[src/iqt_pkg.sv]
// Package for the instruction queue tracking block: status encodings and widths.
// Assumes both ends and the interface refer to these names with full package scope.
package iqt_pkg;
    localparam int WORD_W = 16;
    localparam int BYTE_W = 8;
    localparam int MIN_QUEUE_BYTES = 3;
    // Data-movement codes, valid at the rising phase edge.
    localparam logic [1:0] MOVE_NONE = 2'h0;
    localparam logic [1:0] MOVE_LATCH_BUS = 2'h1;
    localparam logic [1:0] MOVE_ADV_BUS = 2'h2;
    localparam logic [1:0] MOVE_ADV_LATCH = 2'h3;
    // Execution-start codes, valid at the falling phase edge.
    localparam logic [1:0] START_NONE = 2'h0;
    localparam logic [1:0] START_INT = 2'h1;
    localparam logic [1:0] START_EVEN = 2'h2;
    localparam logic [1:0] START_ODD = 2'h3;
    localparam logic [WORD_W-1:0] WORD_RESET = 16'h0000;
    localparam logic [BYTE_W-1:0] BYTE_RESET = 8'h00;
    localparam logic [15:0] ADDR_RESET = 16'h0000;
    // Half-period of the bus phase clock in system clocks.
    localparam logic [3:0] PHASE_HALF = 4'h2;
endpackage

[src/iqt_if.sv]
// Interface joining the core queue end and the external tracker end.
// Assumes one system clock shared by both parties.
`timescale 1ns/100ps
interface iqt_if;
    logic bus_phase_clock;
    logic [1:0] queue_status_out;
    logic [15:0] addr;
    logic [15:0] data;
    logic rd_wr;
    modport core (output bus_phase_clock, output queue_status_out, output addr, output data, output rd_wr);
    modport tracker (input bus_phase_clock, input queue_status_out, input addr, input data, input rd_wr);
endinterface

[src/iqt_core.sv]
// Core end: two-stage instruction queue with holding latch, bus phase clock and status outputs.
// Assumes a user-side fetch/execute controller supplies requests; the tracker joins via iqt_if.
`timescale 1ns/100ps
module iqt_core (
    input wire logic sys_clk, // System clock.
    input wire logic srst, // Synchronous reset, active high.
    iqt_if.core link, // Tracking pins.
    input wire logic [1:0] move_req, // Movement requested for this bus cycle.
    input wire logic [1:0] start_req, // Start requested for next bus cycle.
    input wire logic exec_done, // Current instruction has finished.
    input wire logic [15:0] fetch_addr, // Program fetch address.
    input wire logic [15:0] fetch_data, // Program data from the bus input buffer.
    output logic [7:0] opcode, // Opcode of the instruction started.
    output logic opcode_valid, // Pulse with opcode.
    output logic [15:0] stage1, // First queue stage.
    output logic [15:0] stage2, // Second queue stage.
    output logic move_ack, // Pulse when a movement is taken.
    output logic start_ack // Pulse when a start is taken.
);
    logic [3:0] div_cnt;
    logic phase;
    logic [15:0] hold_latch;
    logic [1:0] status;
    logic [1:0] pend_move;
    logic [1:0] queue_bytes;
    logic busy;
    logic [15:0] bus_addr;
    logic [15:0] bus_data;
    wire half_end = (div_cnt == iqt_pkg::PHASE_HALF - 4'h1);
    wire phase_rise = half_end & ~phase;
    wire phase_fall = half_end & phase;
    wire adv = (pend_move == iqt_pkg::MOVE_ADV_BUS) | (pend_move == iqt_pkg::MOVE_ADV_LATCH);
    wire [15:0] stage1_src = (pend_move == iqt_pkg::MOVE_ADV_LATCH) ? hold_latch : bus_data;
    // An instruction start is only allowed with enough code in the queue and no instruction running.
    wire start_ok = (queue_bytes == 2'h2) & ~busy;
    wire is_exec = (start_req == iqt_pkg::START_EVEN) | (start_req == iqt_pkg::START_ODD);
    wire take_start = phase_fall & (start_req != iqt_pkg::START_NONE) & (start_ok | ~is_exec);
    wire [7:0] sel_op = (start_req == iqt_pkg::START_EVEN) ? stage2[15:8] : stage2[7:0];
    wire [1:0] new_bytes = (queue_bytes == 2'h2) ? 2'h2 : queue_bytes + 2'h1;
    assign move_ack = phase_fall;
    assign start_ack = take_start;
    assign link.bus_phase_clock = phase;
    assign link.queue_status_out = status;
    assign link.addr = bus_addr;
    assign link.data = bus_data;
    assign link.rd_wr = 1'b1;
    always_ff @(posedge sys_clk) begin
        if (srst) begin
            div_cnt <= 4'h0;
            phase <= 1'b0;
        end else if (half_end) begin
            div_cnt <= 4'h0;
            phase <= ~phase;
        end else begin
            div_cnt <= div_cnt + 4'h1;
        end
    end
    // Bus cycle begins at the falling edge: capture fetch and the movement for it.
    always_ff @(posedge sys_clk) begin
        if (srst) begin
            bus_addr <= iqt_pkg::ADDR_RESET;
            bus_data <= iqt_pkg::WORD_RESET;
            pend_move <= iqt_pkg::MOVE_NONE;
        end else if (phase_fall) begin
            bus_addr <= fetch_addr;
            bus_data <= fetch_data;
            pend_move <= move_req;
        end
    end
    // Queue movement is applied at the rising edge, describing the previous falling-edge data.
    always_ff @(posedge sys_clk) begin
        if (srst) begin
            hold_latch <= iqt_pkg::WORD_RESET;
            stage1 <= iqt_pkg::WORD_RESET;
            stage2 <= iqt_pkg::WORD_RESET;
            queue_bytes <= 2'h0;
        end else if (phase_rise) begin
            if (pend_move == iqt_pkg::MOVE_LATCH_BUS) begin
                hold_latch <= bus_data;
            end
            if (adv) begin
                stage2 <= stage1;
                stage1 <= stage1_src;
                queue_bytes <= new_bytes;
            end
        end
    end
    always_ff @(posedge sys_clk) begin
        if (srst) begin
            busy <= 1'b0;
            opcode <= iqt_pkg::BYTE_RESET;
            opcode_valid <= 1'b0;
        end else begin
            opcode_valid <= take_start & is_exec;
            if (take_start & is_exec) begin
                opcode <= sel_op;
                busy <= 1'b1;
            end else if (exec_done) begin
                busy <= 1'b0;
            end
        end
    end
    // Status pins: start code during the low phase, movement code during the high phase.
    always_ff @(posedge sys_clk) begin
        if (srst) begin
            status <= iqt_pkg::MOVE_NONE;
        end else if (phase_fall) begin
            status <= take_start ? start_req : iqt_pkg::START_NONE;
        end else if (half_end & ~phase) begin
            status <= pend_move;
        end
    end
endmodule

[src/flat_wrapper.sv]
// flat-port wrapper written by rule: the top's interface ports become plain ports
module iqt_core_flat 
  (sys_clk, srst, move_req, start_req, exec_done, fetch_addr, fetch_data, opcode, opcode_valid, stage1, stage2, move_ack, start_ack, link_bus_phase_clock, link_queue_status_out, link_addr, link_data, link_rd_wr);
  iqt_if link_i ();
  input wire logic sys_clk;
  input wire logic srst;
  input wire logic [1:0] move_req;
  input wire logic [1:0] start_req;
  input wire logic exec_done;
  input wire logic [15:0] fetch_addr;
  input wire logic [15:0] fetch_data;
  output logic [7:0] opcode;
  output logic opcode_valid;
  output logic [15:0] stage1;
  output logic [15:0] stage2;
  output logic move_ack;
  output logic start_ack;
  output wire logic [$bits(link_i.bus_phase_clock)-1:0] link_bus_phase_clock;
  output wire logic [$bits(link_i.queue_status_out)-1:0] link_queue_status_out;
  output wire logic [$bits(link_i.addr)-1:0] link_addr;
  output wire logic [$bits(link_i.data)-1:0] link_data;
  output wire logic [$bits(link_i.rd_wr)-1:0] link_rd_wr;
  assign link_bus_phase_clock = link_i.bus_phase_clock;
  assign link_queue_status_out = link_i.queue_status_out;
  assign link_addr = link_i.addr;
  assign link_data = link_i.data;
  assign link_rd_wr = link_i.rd_wr;
  iqt_core u_core (.sys_clk(sys_clk), .srst(srst), .link(link_i), .move_req(move_req), .start_req(start_req), .exec_done(exec_done), .fetch_addr(fetch_addr), .fetch_data(fetch_data), .opcode(opcode), .opcode_valid(opcode_valid), .stage1(stage1), .stage2(stage2), .move_ack(move_ack), .start_ack(start_ack));
endmodule
[config.mk]
export PLATFORM = sky130hd
export DESIGN_NAME = iqt_core_flat
export DESIGN_NICKNAME = d
export VERILOG_FILES = /design/src/iqt_pkg.sv /design/src/iqt_if.sv /design/src/iqt_core.sv /design/src/flat_wrapper.sv
export SDC_FILE = /design/constraint.sdc
export NUM_CORES = 1
export LEC_CHECK = 0
export BUFFER_PORTS_ARGS = -buffer_cell sky130_fd_sc_hd__buf_4
export CORE_MARGIN = 3
export CORE_UTILIZATION = 55
export DETAILED_ROUTE_END_ITERATION = 7
export GPL_TIMING_DRIVEN = 0
export MAX_ROUTING_LAYER = met4
export PLACE_DENSITY = 0.82
export SETUP_SLACK_MARGIN = 0.02
export SLEW_MARGIN = 25
export SYNTH_ARGS = -nofsm -noshare
export SYNTH_HDL_FRONTEND = slang
export SYNTH_SLANG_ARGS = --single-unit
[constraint.sdc]
create_clock -name sys_clk -period 2.6 [get_ports sys_clk]
set_clock_uncertainty 0.15 [all_clocks]
set_input_delay 0.52 -clock sys_clk [delete_from_list [all_inputs] [get_ports sys_clk]]
set_output_delay 0.52 -clock sys_clk [all_outputs]
set_load 0.05 [all_outputs]
==> flow_summary.yaml <==
global_routing:
  grt_pass1_wl_mm: 18.4
  grtUsageTotal: 0.274
  grt_pass1_vias: 3831
  grt-ovfl-total: 0
  grt_start_max_net_pins: 17
  antenna_found_initial: 0
clock_tree:
  tritoncts: "yes"
  numClockSinks: 101
  clk_pin_slew_ns: 0.10
  post_cts_buffers: 0
  htreeDepth: 3
  clockBufferDepth: 2
  clkLatencyLatePin_ns: 0.37
  cts_made_buffers: 9
  root_buffer: "clkbuf_8"
die:
  core_sq_mm: 0.00729
  start_util: 0.572
  rows: 31
  die_w_microns: 93.1
  fp.dieH_microns: 93.1
  io_pins: 118
  die_area_sq_mm: 0.00866
min_path:
  hold_class: "input port to flop"
synthesis:
  synth.most_common_cell: "dfxtp_1"
  syn_area_per_cell_sq_um: 8.58
  ys_seq_area_frac: 0.485
  synthTopCellsByArea: "dfxtp_1, a21oi_1, nand2_1"
  synth_area_sq_mm: 0.00417
  synth-seq-cells: 101
  synth_top_flop_cell: "dfxtp_1"
  synth_top_area_share: 0.485
  synth_edf_count: 0
  yosysTopAreaCell: "dfxtp_1"
  synth_nets: 529
  synthCells: 486
  async_flop_share: 0
  synth_common_cells: "dfxtp_1, a21oi_1, nand2_1"
  yosysWarningCount: 0
  synth.distinct_cells: 34
routing:
  post_drt_wl_per_cell_microns: 16.0
  drc: 0
  drt_iter0_markers: 213
  drt-pass1-iter-count: 5
  detail-route-antenna-nets: 0
  via_per_inst: 5.52
  routed_wl_mm: 11.4
  via_count: 3949
layout:
  antenna_cells: 0
  drive_above_1_share: 0.295
  area_delta_synth_final_pct: 28.2
  nFillCells: 575
  final-seq-area_sq_mm: 0.00202
  multiInputGateArea_sq_mm: 0.00183
  layoutNonFillerInstCount: 715
  num-nets-final: 654
critical_path:
  required_ns: 1.93
  worstSetupPathType: "flop to primary output"
  end_kind: "primary output"
  start_kind: "flop"
  crit_arrival_ns: 1.85
  worst-path-max-fanout: 10
power:
  peakVddDrop_uv: 360
  share_seq_of_total_power: 0.514
  power.switching_mw: 0.973
  swShare: 0.308
  internal-power_mw: 2.19
  power_per_cell_area_mw_per_mm2: 592
  p_comb_frac: 0.188
  p_clk_frac: 0.298
  leakage_nw: 2.04
timing:
  grt_setup_unrepaired: "yes"
  finalMaxSlewViolations: 0
  tns_ns: 0
  max_freq_ghz: 0.397
  hold_violations: 0
  finalCriticalPeriod_ns: 2.52
  period_share: 0.969
  slew-limit-headroom: 0.576
  setup-violations-final: 0
  tightest_slew_ns: 0.637
run_status:
  status: "completed"
placement:
  dpl.hpwl_mm: 8.63
  place.gp.congestion: 0.862
  port_buffers: 115
  placedCellCount: 700
job:
  maxCapViolations: 0
==> worst max-delay path, cell delays in order, from the launching register on <==
cell and delay (ns):
dfxtp_1 0.41, ha_1 0.20, nand4bb_1 0.10, buf_4 0.21
clkbuf_4 0.23, nor2_2 0.14, buf_4 0.20
==> through the flow <==
step                      area (sq um)   util  hold slack (ns)  power (mW)  worst slack, ns
after floorplan                   4170      -            0.304        2.06            0.222
after global placement            5160  0.707            0.292        2.24            0.348
after detailed placement          5160  0.707            0.297        2.25            0.337
after CTS                         5350  0.733            0.237        3.16           0.0754
after global routing              5340  0.733            0.250        3.28           0.0118
final                             5340  0.733            0.242        3.16           0.0802
==> logic make-up (layout without fill, tap and decap cells) <==
kind of cell,after synthesis,in the layout,synth area share
and+or+nand+nor,161,161,0.182
buffers and inverters,53,183,0.0765
muxes,8,8,0.0192
adders and majority gates,4,4,0.0120
xor gates and xnor gates,3,3,0.00630
AOI/OAI and AO/OA,155,155,0.218
other,1,1,0.000899
DFF,101,101,0.485
==> layer usage <==
layer / GRT usage / wire, microns / vias up
met2: 0.455 / 5560 / 160
met1: 0.336 / 4840 / 1805
met4: 0.120 / 289 / 0
met5: - / 0 / -
met3: 0.0354 / 722 / 27
li1: - / - / 1957
==> what timing repair did <==
action	CTS	global route
setup endpoints to repair	1	2
hold buffers	0	0
gates resized for setup	1	1
==> power by group through the flow <==
stage	Clock (mW)	Sequential [mW]	Combinational (mW)
floorplan	0	1.77	0.284
global placement	0	1.66	0.582
detailed placement	0	1.66	0.591
CTS	0.943	1.62	0.593
global route	1.01	1.63	0.635
finish	0.943	1.63	0.596
==> sequential cells by signal, summed over array words and instances, names as in the netlist, 2 cells and up <==
name                          cells
u_core.stage1                    16
u_core.opcode                     8
u_core.queue_bytes                2
u_core.pend_move                  2
u_core.link.data                 16
u_core.div_cnt                    4
u_core.stage2                    16
u_core.link.addr                 16
u_core.hold_latch                16
u_core.link.queue_status_out      2
==> placed cells by master, fill, tap and decap left out, types with 9 or more instances in the layout <==
master,instances
nand2_1,86
dfxtp_1,101
buf_2,17
a211oi_2,9
clkbuf_8,11
a21oi_1,94
a311oi_1,17
buf_4,124
o21ai_1,29
nand3_1,51
clkbuf_1,12
==> path summary, 6_finish.rpt <==
check                           start             endpoint  slack [ns]  cells after the start
setup reg to reg    u_core.div_cnt[0]    u_core.stage2[15]        0.75                      6
setup / recovery    u_core.div_cnt[0]            start_ack        0.08                      6
hold / removal          fetch_addr[6]  u_core.link.addr[6]        0.24                      3
hold reg to reg   u_core.link.addr[1]  u_core.link.addr[1]        0.31                      2
==> final cells by class <==
type | instances | area share
Buffer | 47 | 0.0550
Clock buffer | 12 | 0.0290
Clock inverter | 4 | 0.00585
Inverter | 5 | 0.00445
Multi-Input combinational cell | 332 | 0.343
Sequential cell | 101 | 0.378
Tap cell | 99 | 0.0232
Timing Repair Buffer | 115 | 0.162
Note: power is estimated with default switching activity, not from simulation.
